==> config.mk <==
export PLATFORM = sky130hd
export DESIGN_NAME = hsdac_slave
export DESIGN_NICKNAME = d
export VERILOG_FILES = /design/src/rtl/hsdac_pkg.sv /design/src/rtl/hsdac_slave.sv
export SDC_FILE = /design/constraint.sdc
export NUM_CORES = 1
export LEC_CHECK = 0
export BUFFER_PORTS_ARGS = -buffer_cell sky130_fd_sc_hd__buf_2
export CAP_MARGIN = 40
export CORE_ASPECT_RATIO = 1.4
export CORE_MARGIN = 1
export CORE_UTILIZATION = 35
export CTS_BUF_LIST = sky130_fd_sc_hd__clkbuf_16
export DETAILED_ROUTE_END_ITERATION = 10
export PLACE_DENSITY = 0.63
export SYNTH_ARGS = -nofsm -noshare
export SYNTH_HDL_FRONTEND = slang
export SYNTH_SLANG_ARGS = --single-unit
==> constraint.sdc <==
create_clock -name aclk -period 1.85 [get_ports aclk]
set_clock_uncertainty 0.05 [all_clocks]
set_input_delay 0.555 -clock aclk [delete_from_list [all_inputs] [get_ports aclk]]
set_output_delay 0.555 -clock aclk [all_outputs]
set_load 0.005 [all_outputs]
==> src/rtl/hsdac_pkg.sv <==
// Constants, state encoding and the state record of the high-speed write slave.
// Assumes a single clock domain on the bus side; the link pins are sampled by it.
package hsdac_pkg;

  // Channel geometry
  localparam int CHANNELS = 4;
  localparam int DATA_W = 16;
  localparam int REG_W = 18;

  // Two-wire bus byte patterns
  localparam logic [4:0] ADDR_FIXED = 5'h13;
  localparam logic [4:0] MASTER_CODE_TOP = 5'h01;
  localparam logic [3:0] BYTE_BITS = 4'h8;

  // Control byte field positions
  localparam int CTRL_ZERO_HI = 7;
  localparam int CTRL_ZERO_MID = 6;
  localparam int CTRL_LOAD_HI = 5;
  localparam int CTRL_LOAD_LO = 4;
  localparam int CTRL_ZERO_LO = 3;
  localparam int CTRL_SEL_HI = 2;
  localparam int CTRL_SEL_LO = 1;
  localparam int CTRL_KIND = 0;

  // Power-down bits in the first power-down byte
  localparam int PD_MODE_HI = 7;
  localparam int PD_MODE_LO = 6;

  // Load modes
  localparam logic [1:0] LOAD_TEMP = 2'h0;
  localparam logic [1:0] LOAD_ONE = 2'h1;
  localparam logic [1:0] LOAD_ALL = 2'h2;

  // Register map, byte addresses
  localparam logic [11:0] OFF_CONFIG = 12'h000;
  localparam logic [11:0] OFF_STATUS = 12'h004;
  localparam logic [11:0] OFF_OUT_BASE = 12'h010;
  localparam logic [11:0] OFF_TEMP_BASE = 12'h020;

  // Reset values
  localparam logic [1:0] ADDR_PINS_RESET = 2'h0;
  localparam logic [REG_W-1:0] CHAN_RESET = 18'h00000;

  // AXI responses
  localparam logic [1:0] RESP_OKAY = 2'h0;
  localparam logic [1:0] RESP_SLVERR = 2'h2;

  typedef enum logic [2:0] {
    S_IDLE, S_ADDR, S_CTRL, S_DATA_HI, S_DATA_LO, S_PD_HI, S_PD_LO, S_IGNORE
  } hsdac_state_e;

  typedef struct packed {
    logic [1:0] scl_sync;
    logic [1:0] sda_sync;
    logic scl_prev;
    logic sda_prev;
    hsdac_state_e state;
    logic [3:0] bitcnt;
    logic ack_phase;
    logic [7:0] shreg;
    logic [7:0] hi;
    logic [7:0] ctrl;
    logic upd_pend;
    logic hs_mode;
    logic sda_oe_n;
    logic sda_o;
    logic [CHANNELS-1:0][REG_W-1:0] tr;
    logic [CHANNELS-1:0][REG_W-1:0] dr;
    logic [1:0] addr_pins;
    logic aw_held;
    logic [11:0] awaddr;
    logic w_held;
    logic [31:0] wdata;
    logic [3:0] wstrb;
    logic awready;
    logic wready;
    logic bvalid;
    logic [1:0] bresp;
    logic arready;
    logic rvalid;
    logic [1:0] rresp;
    logic [31:0] rdata;
  } hsdac_regs_s;

endpackage

==> src/rtl/hsdac_slave.sv <==
// High-speed two-wire write slave of a quad 16-bit converter, with AXI4-Lite registers.
// Assumes scl_in and sda_in come from pins in another domain and are slow versus aclk.
//
// Added by the designer: the AXI4-Lite register port and the placing of the registers.
`timescale 1ns/1ps
module hsdac_slave
  import hsdac_pkg::*;
(
  // Clock and reset
  input wire logic aclk,
  input wire logic aresetn,
  // AXI4-Lite write channels
  input wire logic [11:0] s_axi_awaddr,
  input wire logic s_axi_awvalid,
  output logic s_axi_awready,
  input wire logic [31:0] s_axi_wdata,
  input wire logic [3:0] s_axi_wstrb,
  input wire logic s_axi_wvalid,
  output logic s_axi_wready,
  output logic [1:0] s_axi_bresp,
  output logic s_axi_bvalid,
  input wire logic s_axi_bready,
  // AXI4-Lite read channels
  input wire logic [11:0] s_axi_araddr,
  input wire logic s_axi_arvalid,
  output logic s_axi_arready,
  output logic [31:0] s_axi_rdata,
  output logic [1:0] s_axi_rresp,
  output logic s_axi_rvalid,
  input wire logic s_axi_rready,
  // Two-wire link
  input wire logic scl_in,
  input wire logic sda_in,
  output logic sda_out,
  output logic sda_oe_n,
  // Converter side
  output logic [CHANNELS*REG_W-1:0] dac_word,
  output logic hs_mode
);
  hsdac_regs_s st;
  hsdac_regs_s next_st;
  // Synchronised link levels and conditions
  logic scl;
  logic sda;
  logic scl_rise;
  logic scl_fall;
  logic start_c;
  logic stop_c;
  logic decide;
  logic ack_end;
  logic [1:0] sel;
  logic [1:0] load;
  logic [REG_W-1:0] sel_tr;
  logic [REG_W-1:0] sel_dr;
  assign scl = st.scl_sync[1];
  assign sda = st.sda_sync[1];
  assign scl_rise = scl && !st.scl_prev;
  assign scl_fall = !scl && st.scl_prev;
  assign start_c = scl && st.scl_prev && st.sda_prev && !sda;
  assign stop_c = scl && st.scl_prev && !st.sda_prev && sda;
  assign decide = scl_fall && (st.bitcnt == BYTE_BITS) && !st.ack_phase;
  assign ack_end = scl_fall && st.ack_phase;
  assign sel = st.ctrl[CTRL_SEL_HI:CTRL_SEL_LO];
  assign load = st.ctrl[CTRL_LOAD_HI:CTRL_LOAD_LO];
  assign sel_tr = st.tr[sel];
  assign sel_dr = st.dr[sel];
  // Register read decode; ignores the two low address bits
  function automatic logic [33:0] read_word(input logic [11:0] a, input hsdac_regs_s s);
    logic [11:0] w;
    w = {a[11:2], 2'h0};
    if (w == OFF_CONFIG) begin
      read_word = {RESP_OKAY, 30'h00000000, s.addr_pins};
    end else if (w == OFF_STATUS) begin
      read_word = {RESP_OKAY, 16'h0000, s.ctrl, 4'h0, s.state, s.hs_mode};
    end else if (w[11:4] == OFF_OUT_BASE[11:4]) begin
      read_word = {RESP_OKAY, 14'h0000, s.dr[w[3:2]]};
    end else if (w[11:4] == OFF_TEMP_BASE[11:4]) begin
      read_word = {RESP_OKAY, 14'h0000, s.tr[w[3:2]]};
    end else begin
      read_word = {RESP_SLVERR, 32'h00000000};
    end
  endfunction
  // Next-state logic for link, channel registers and bus slave
  always_comb begin
    logic ack;
    ack = 1'b0;
    next_st = st;
    // Two flops before any logic reads the pins
    next_st.scl_sync = {st.scl_sync[0], scl_in};
    next_st.sda_sync = {st.sda_sync[0], sda_in};
    next_st.scl_prev = scl;
    next_st.sda_prev = sda;
    if (stop_c) begin
      next_st.state = S_IDLE;
      next_st.hs_mode = 1'b0;
      next_st.bitcnt = 4'h0;
      next_st.ack_phase = 1'b0;
      next_st.sda_oe_n = 1'b1;
      next_st.upd_pend = 1'b0;
    end else if (start_c) begin
      // Repeated start also lands here and ends any data stream
      next_st.state = S_ADDR;
      next_st.bitcnt = 4'h0;
      next_st.ack_phase = 1'b0;
      next_st.sda_oe_n = 1'b1;
      next_st.upd_pend = 1'b0;
    end else begin
      // Sample data on the rising clock edge, MSB first
      if (scl_rise && (st.bitcnt < BYTE_BITS)) begin
        next_st.shreg = {st.shreg[6:0], sda};
        next_st.bitcnt = st.bitcnt + 4'h1;
      end
      // Byte complete: decide acknowledge on the falling edge after bit 0
      if (decide) begin
        case (st.state)
          S_ADDR: begin
            if (st.shreg[7:3] == MASTER_CODE_TOP) begin
              next_st.hs_mode = 1'b1;
              next_st.state = S_IGNORE;
            end else if (st.shreg == {ADDR_FIXED, st.addr_pins, 1'b0}) begin
              ack = 1'b1;
              next_st.state = S_CTRL;
            end else begin
              next_st.state = S_IGNORE;
            end
          end
          S_CTRL: begin
            ack = 1'b1;
            next_st.ctrl = st.shreg;
            // Bad fixed bits: byte is acknowledged but the rest is dropped
            if (st.shreg[CTRL_ZERO_HI] || st.shreg[CTRL_ZERO_MID] || st.shreg[CTRL_ZERO_LO]) begin
              next_st.state = S_IGNORE;
            end else if (st.shreg[CTRL_KIND]) begin
              next_st.state = S_PD_HI;
            end else begin
              next_st.state = S_DATA_HI;
            end
          end
          S_DATA_HI, S_PD_HI: begin
            ack = 1'b1;
            next_st.hi = st.shreg;
            next_st.state = (st.state == S_DATA_HI) ? S_DATA_LO : S_PD_LO;
          end
          S_DATA_LO: begin
            ack = 1'b1;
            next_st.tr[sel] = {2'h0, st.hi, st.shreg};
            next_st.upd_pend = 1'b1;
            next_st.state = S_DATA_HI;
          end
          S_PD_LO: begin
            ack = 1'b1;
            next_st.tr[sel][REG_W-1:DATA_W] = st.hi[PD_MODE_HI:PD_MODE_LO];
            next_st.upd_pend = 1'b1;
            next_st.state = S_IGNORE;
          end
          default: ack = 1'b0;
        endcase
        next_st.ack_phase = 1'b1;
        next_st.sda_oe_n = !ack;
      end
      // End of acknowledge clock: release the line and apply loads
      if (ack_end) begin
        next_st.sda_oe_n = 1'b1;
        next_st.ack_phase = 1'b0;
        next_st.bitcnt = 4'h0;
        next_st.upd_pend = 1'b0;
        if (st.upd_pend) begin
          if (load == LOAD_ALL) begin
            next_st.dr = st.tr;
          end else if (load != LOAD_TEMP) begin
            next_st.dr[sel] = st.tr[sel];
          end
        end
      end
    end
    // AXI write: address and data taken in either order
    if (s_axi_awvalid && st.awready) begin
      next_st.aw_held = 1'b1;
      next_st.awaddr = s_axi_awaddr;
    end
    if (s_axi_wvalid && st.wready) begin
      next_st.w_held = 1'b1;
      next_st.wdata = s_axi_wdata;
      next_st.wstrb = s_axi_wstrb;
    end
    if (st.bvalid && s_axi_bready) begin
      next_st.bvalid = 1'b0;
    end
    if (st.aw_held && st.w_held && !st.bvalid) begin
      next_st.aw_held = 1'b0;
      next_st.w_held = 1'b0;
      next_st.bvalid = 1'b1;
      next_st.bresp = 2'(read_word(st.awaddr, st) >> 32);
      if ({st.awaddr[11:2], 2'h0} == OFF_CONFIG && st.wstrb[0]) begin
        next_st.addr_pins = st.wdata[1:0];
      end
    end
    // Each ready only while its own channel holds nothing and no response is pending, so a pending response blocks new writes
    next_st.awready = !next_st.aw_held && !next_st.bvalid;
    next_st.wready = !next_st.w_held && !next_st.bvalid;
    // AXI read: one outstanding read
    if (st.rvalid && s_axi_rready) begin
      next_st.rvalid = 1'b0;
    end
    if (s_axi_arvalid && st.arready) begin
      next_st.rvalid = 1'b1;
      {next_st.rresp, next_st.rdata} = read_word(s_axi_araddr, st);
    end
    next_st.arready = !next_st.rvalid;
  end
  // State register, synchronous reset; samplers start idle-high, so no false link edge
  always_ff @(posedge aclk) begin
    if (!aresetn) begin
      st <= '0;
      st.scl_sync <= 2'h3;
      st.sda_sync <= 2'h3;
      st.scl_prev <= 1'b1;
      st.sda_prev <= 1'b1;
      st.sda_oe_n <= 1'b1;
      st.addr_pins <= ADDR_PINS_RESET;
    end else begin
      st <= next_st;
    end
  end
  // Outputs straight from the state register
  assign s_axi_awready = st.awready;
  assign s_axi_wready = st.wready;
  assign s_axi_bvalid = st.bvalid;
  assign s_axi_bresp = st.bresp;
  assign s_axi_arready = st.arready;
  assign s_axi_rvalid = st.rvalid;
  assign s_axi_rresp = st.rresp;
  assign s_axi_rdata = st.rdata;
  assign sda_out = st.sda_o;
  assign sda_oe_n = st.sda_oe_n;
  assign dac_word = st.dr;
  assign hs_mode = st.hs_mode;
endmodule // hsdac_slave

**Word level (Yosys, flattened, before mapping)**

Index checks and enable logic that the tools add are counted.

- Register bits: 278
- Word-level logic and storage cells: 173

- Add/subtract/negate cells: 1
- Order comparisons: 5
- Equality and inequality tests: 16
- Muxes and demuxes: 53
- Bitwise operators: 3
- Reductions and logical operators: 59

Operators by type and width:

| kind | count |
|---|---|
| 34-bit 2-to-1 mux | 8 |
| 72-bit bitwise mux | 3 |
| 18-bit binary-select mux with 2-bit select | 5 |
| 72-bit 2-to-1 mux | 2 |
| 72-bit one-hot mux with 2 select lines | 1 |
| 18-bit 2-to-1 mux | 7 |
| 18-bit demux with 2-bit select | 2 |
| 37-bit 2-to-1 mux | 1 |
| 35-bit 2-to-1 mux | 1 |
| 1-bit logical AND | 22 |
| 10-bit by 1-bit equality test with 1-bit output (second input constant) | 2 |
| 10-bit zero test | 2 |
| 8-bit by 1-bit equality test with 1-bit output (second input constant) | 2 |
| 8-bit by 2-bit equality test with 1-bit output (second input constant) | 2 |
| 4-bit AND reduction | 4 |
| 3-bit 2-to-1 mux | 5 |
| 3-bit one-hot mux with 5 select lines | 1 |
| 13-bit 2-to-1 mux | 1 |
| 1-bit zero test | 11 |
| 1-bit 2-to-1 mux | 11 |
| 3-bit equality test (second input constant) | 3 |
| 2-bit by 3-bit less-than comparator with 1-bit output (second input constant) | 3 |
| 8-bit equality test | 1 |
| 2-bit AND reduction | 4 |
| other kinds (24) | 33 |

**Logic depth before layout (Yosys ltp)**

- Depth after elaboration: 9
- Mapped depth: 8
- Depth with buffers taken out: 6

**Worst setup path after synthesis**

OpenSTA, ideal clock, no wires.

- Kind: input -> register
- Start point: input port s_axi_araddr[2]
- End point: register st, in the netlist s_axi_rdata[1]
- Library setup time: 117 ps
- Data arrival time: 1768 ps
- Required time: 1683 ps
- Slack: -85 ps
- Stages: 7
- Path buffers: 3
- Cell sequence: buf_2 -> nor2b_1 -> buf_2 -> a21o_1 -> buf_2 -> a311o_1 -> a32o_1

- Longest elaborated chain between the ends: 6
- Elaborated cells on any way between the ends: 10

Ends and longest elaborated chain:

| what | RTL line | source |
|---|---|---|
| start: declaration | hsdac_slave.sv:24 | `input wire logic [11:0] s_axi_araddr,` |
| 18-bit binary-select mux with 2-bit select | hsdac_slave.sv:78 | `read_word = {RESP_OKAY, 14'h0000, s.tr[w[3:2]]};` |
| 18-bit 2-to-1 mux (implied by the code) | hsdac_slave.sv:78 |  |
| 34-bit 2-to-1 mux | hsdac_slave.sv:77 | `end else if (w[11:4] == OFF_TEMP_BASE[11:4]) begin` |
| 34-bit 2-to-1 mux | hsdac_slave.sv:75 | `end else if (w[11:4] == OFF_OUT_BASE[11:4]) begin` |
| 34-bit 2-to-1 mux | hsdac_slave.sv:73 | `end else if (w == OFF_STATUS) begin` |
| 34-bit 2-to-1 mux (*) | hsdac_slave.sv:71 | `if (w == OFF_CONFIG) begin` |
| end signal: assignment | hsdac_slave.sv:222 | `st <= next_st;` |
| end: declaration | hsdac_slave.sv:40 | `hsdac_regs_s st;` |

Mark *: on every way between the ends. The rest lies on a longest branch, timed or not. The select of a mux whose other input is x is not followed.
A chain may end at the register's enable or synchronous reset.

**Final worst setup path**

- Start point: register st[272] (netlist name)
- End point: register st[204] (netlist name)

- Longest elaborated chain between the ends: 3
- Elaborated cells on any way between the ends: 5

Ends and longest elaborated chain:

| what | RTL line | source |
|---|---|---|
| 3-bit equality test | hsdac_slave.sv:115 | `case (st.state)` |
| 2-bit nonzero test (no source line) | -- |  |
| 4-bit AND reduction (no source line) | -- |  |

Several ways; a longest one is shown, not always the timed one.

==> impl_results.md <==
* Fin Setup TNS at 0 ps
* Cell Chain, Critical Path: or3b_4 -> buf_4 -> nor4_4 -> buf_4 -> clkbuf_16 -> nand2_1 -> a21oi_1
* Total core area at 0.0301 mm^2
* Post-DP HPWL at 21,000 um
* Worst Path Arrival at 2190 ps
* Sink Count at 227
* Final period utilization at 0.959
* GR Util All Layers at 0.186
* Die Wd at 150 um
* Startpoint types: flop
* Pin count of the biggest net entering global routing at 65
* Pre-CTS WS at -363 ps
* Max-cap violation count at 0
* PwrDens at 801 mW/mm^2
* Relative slew slack at 0.522
* Vias per cell at 5.06
* Synthesized area per cell at 9.19 um^2
* Synth area leader: dfxtp_1
* Max Freq at 564 MHz
* Die Ht at 209 um
* Gpl congestion at 0.814
* Inserted Clock Buffers at 23
* Critical Setup Path Class: flop to flop
* Syn Inst Count at 1,170
* Cell variety after synth at 63
* Min Tclk post-route at 1770 ps
* Count of final setup violators at 0
* Critical path required time at 2270 ps
* Status: completed
* Vias at 8,334
* Root buf cell: clkbuf_16
* Number of global-route vias before repair at 8,183
* DR iter-0 viols at 425
* Port buffer count at 130
* NetSw at 2.32 mW
* Hold buffer count at cts at 0
* Final-report hold violation count at 0
* Slowest cell on crit path: or3b_4
* RSZ-0062 raised after global routing: false
* Global-route wire length before repair at 45,000 um
* Layout Nets at 1,316
* Total congestion overflow at 0
* Comb pwr share at 0.054
* Initial antenna violation count at 1
* EDFF count, synth at 0
* Final setup margin at 76.2 ps
* Post-DP Area at 0.0117 mm^2
* ANT cells at 0
* Peak supply drop at 606 uV
* Most frequent cell on the critical path: buf_4
* Layout cells sized above 1 at 0.270
* Hold_ws at 157 ps
* Sw Share at 0.232
* Yosys warns at 0
* Pleak at 4.98 nW
* DRC violations left at 0
* H-tree Lvls at 1
* Setup crit end kind: flop
* Min-delay worst type: input port to flop
* Seq/Total Area, Yosys at 0.423
* Sequential power share at 0.495
* Top_reg_cell synth: dfxtp_1
* Yosys top cell area share at 0.423
* Wire per inst at 17.8 um
* Clock latency on the worst-skew pair at 530 ps
* Cell area after synthesis at 0.0108 mm^2
* Initial Utilization at 0.357
* Drt pass-1 iters at 5
* Clock power share at 0.452
* Worst slew pin tran at 714 ps
* Slew Viols, Final at 0
* P_int at 7.68 mW
* Crit-path max FO at 8
* Reg clk slew, reported paths at 70 ps
* FF+latch count, synth at 227
* Design Area, Final at 0.0125 mm^2
* Top cells by area in the synthesized netlist: dfxtp_1 (42%), mux2i_1 (11%), buf_4 (8.2%)
* Die area at 0.0314 mm^2
* TritonCTS clock tree: built
* Async S/R FF share, synth at 0
* CTS Buffer Depth at 3
* # rows at 75
* Antenna viol nets, final at 0
* CP peak stage delay at 430 ps
* Layout area overhead at 16.0%
* Post-Route WL at 29,300 um
* Ports at 185
## power groups by stage
stage / Sequential, mW / Combinational, mW / Clock [mW]
after floorplan: 5.05 / 0.334 / 0
after CTS: 4.95 / 0.538 / 4.62
after detailed placement: 5.06 / 0.534 / 0
after global routing: 4.95 / 0.586 / 4.81
after global placement: 5.06 / 0.531 / 0
final: 4.95 / 0.537 / 4.52
## worst paths after layout
kind / depth (start not counted) / end / slack, ps / start
setup / recovery: 7 / st[204]$_SDFFE_PN0P_ / 80 / st[272]$_SDFFE_PP0P_
hold / removal: 2 / next_st[276]$_SDFF_PN1_ / 160 / sda_in
setup reg to reg: 7 / st[204]$_SDFFE_PN0P_ / 80 / st[272]$_SDFFE_PP0P_
hold reg to reg: 1 / next_st[273]$_SDFF_PN1_ / 360 / next_st[276]$_SDFF_PN1_
## critical path: cells and delay by family (launching register included)
kind	cells	cell delay [ps]
buffers and inverters	3	500
DFF	1	340
and+or+nand+nor	3	670
AOI/OAI and AO/OA	1	150
## sequential cells by signal, summed over array words and instances, names as in the netlist
signal / flops
s_axi_bresp: 1
next_st: 4
load: 2
s_axi_wready: 1
s_axi_rvalid: 1
hs_mode: 1
st: 120
s_axi_bvalid: 1
dac_word: 72
s_axi_awready: 1
sel: 2
s_axi_rdata: 18
s_axi_arready: 1
s_axi_rresp: 1
sda_oe_n: 1
## cells in the final DEF, fill, tap and decap left out, types with 5 or more instances in the layout
cell         n
buf_6        5
nand4_1     12
clkinv_1     6
mux2i_1    123
clkbuf_16   24
buf_4       69
mux2_2      11
and3_1       5
buf_12      16
a21oi_2     32
inv_1       10
a21oi_1     77
nor2_1     136
o41ai_1     12
o311a_1      9
buf_2      130
nor2b_1     10
nand2b_1    12
conb_1      17
dfxtp_1    226
o21ai_0     18
nand3_1      9
mux4_2      23
nand2_1    191
## area by class of cell
cell class                      instances  area [um^2]
Sequential cell                       227         4550
Timing Repair Buffer                  221         1570
Clock buffer                           23          576
Tap cell                              385          482
Clock inverter                         18          135
Inverter                                8         35.0
Multi-Input combinational cell        764         5130
Fill cell                            2959        17600
## repair_timing
item | CTS | global route
endpoints found under the hold margin | 0 | 0
gates resized for setup | 5 | 11
cloned | 0 | 1
setup buffers | 1 | 2
setup endpoints to repair | 26 | 89
pin swaps | 1 | 2
## per-stage QoR
step | power, mW | cells | util
after floorplan | 5.39 | 1186 | -
final | 10.0 | 1646 | 0.414
after global placement | 5.59 | 1601 | 0.387
after CTS | 10.1 | 1643 | 0.412
after detailed placement | 5.59 | 1601 | 0.387
after global routing | 10.3 | 1646 | 0.414
## Yosys cell counts (2+ instances only)
library cell / count
nand4_2: 2
a2111oi_0: 2
a21oi_2: 30
a32o_1: 2
xnor2_1: 4
o311a_1: 9
and3_1: 5
buf_1: 5
o41ai_1: 12
nor4b_1: 2
xor2_1: 2
buf_6: 5
mux2i_1: 123
buf_4: 118
nor2b_1: 10
nand2_1: 191
clkbuf_1: 38
nor4_4: 4
and2_1: 3
a311o_1: 2
o21ai_0: 18
ha_1: 2
mux2_2: 11
nor3_1: 2
a211oi_1: 6
nand4_1: 12
buf_2: 20
mux4_2: 23
nor2_1: 136
nand4b_1: 3
nand3_1: 9
inv_1: 7
nand2b_1: 13
nor3b_1: 3
a21o_1: 2
a21oi_1: 79
dfxtp_1: 227
a31oi_1: 2
nor4_1: 2
## cells by family (layout without fill, tap and decap cells)
family / after synthesis / in the layout / share of synthesized area
XOR/XNOR: 6 / 6 / 0.00489
buffers and inverters: 195 / 270 / 0.115
multiplexers: 157 / 157 / 0.174
adder cells (fa/ha/maj): 2 / 2 / 0.00233
AO/OA/AOI/OAI: 172 / 172 / 0.106
flip-flops: 227 / 227 / 0.423
AND/OR/NAND/NOR: 410 / 410 / 0.175
other: 1 / 17 / 0.000349
## per-layer routing
layer,global-route usage,vias up,wire (um)
met1,0.211,3987,11500
met3,0.0280,63,1370
li1,-,4059,-
met5,0,-,13
met2,0.340,223,15400
met4,0.0787,2,1060
Power figures use the tool's default switching activity.
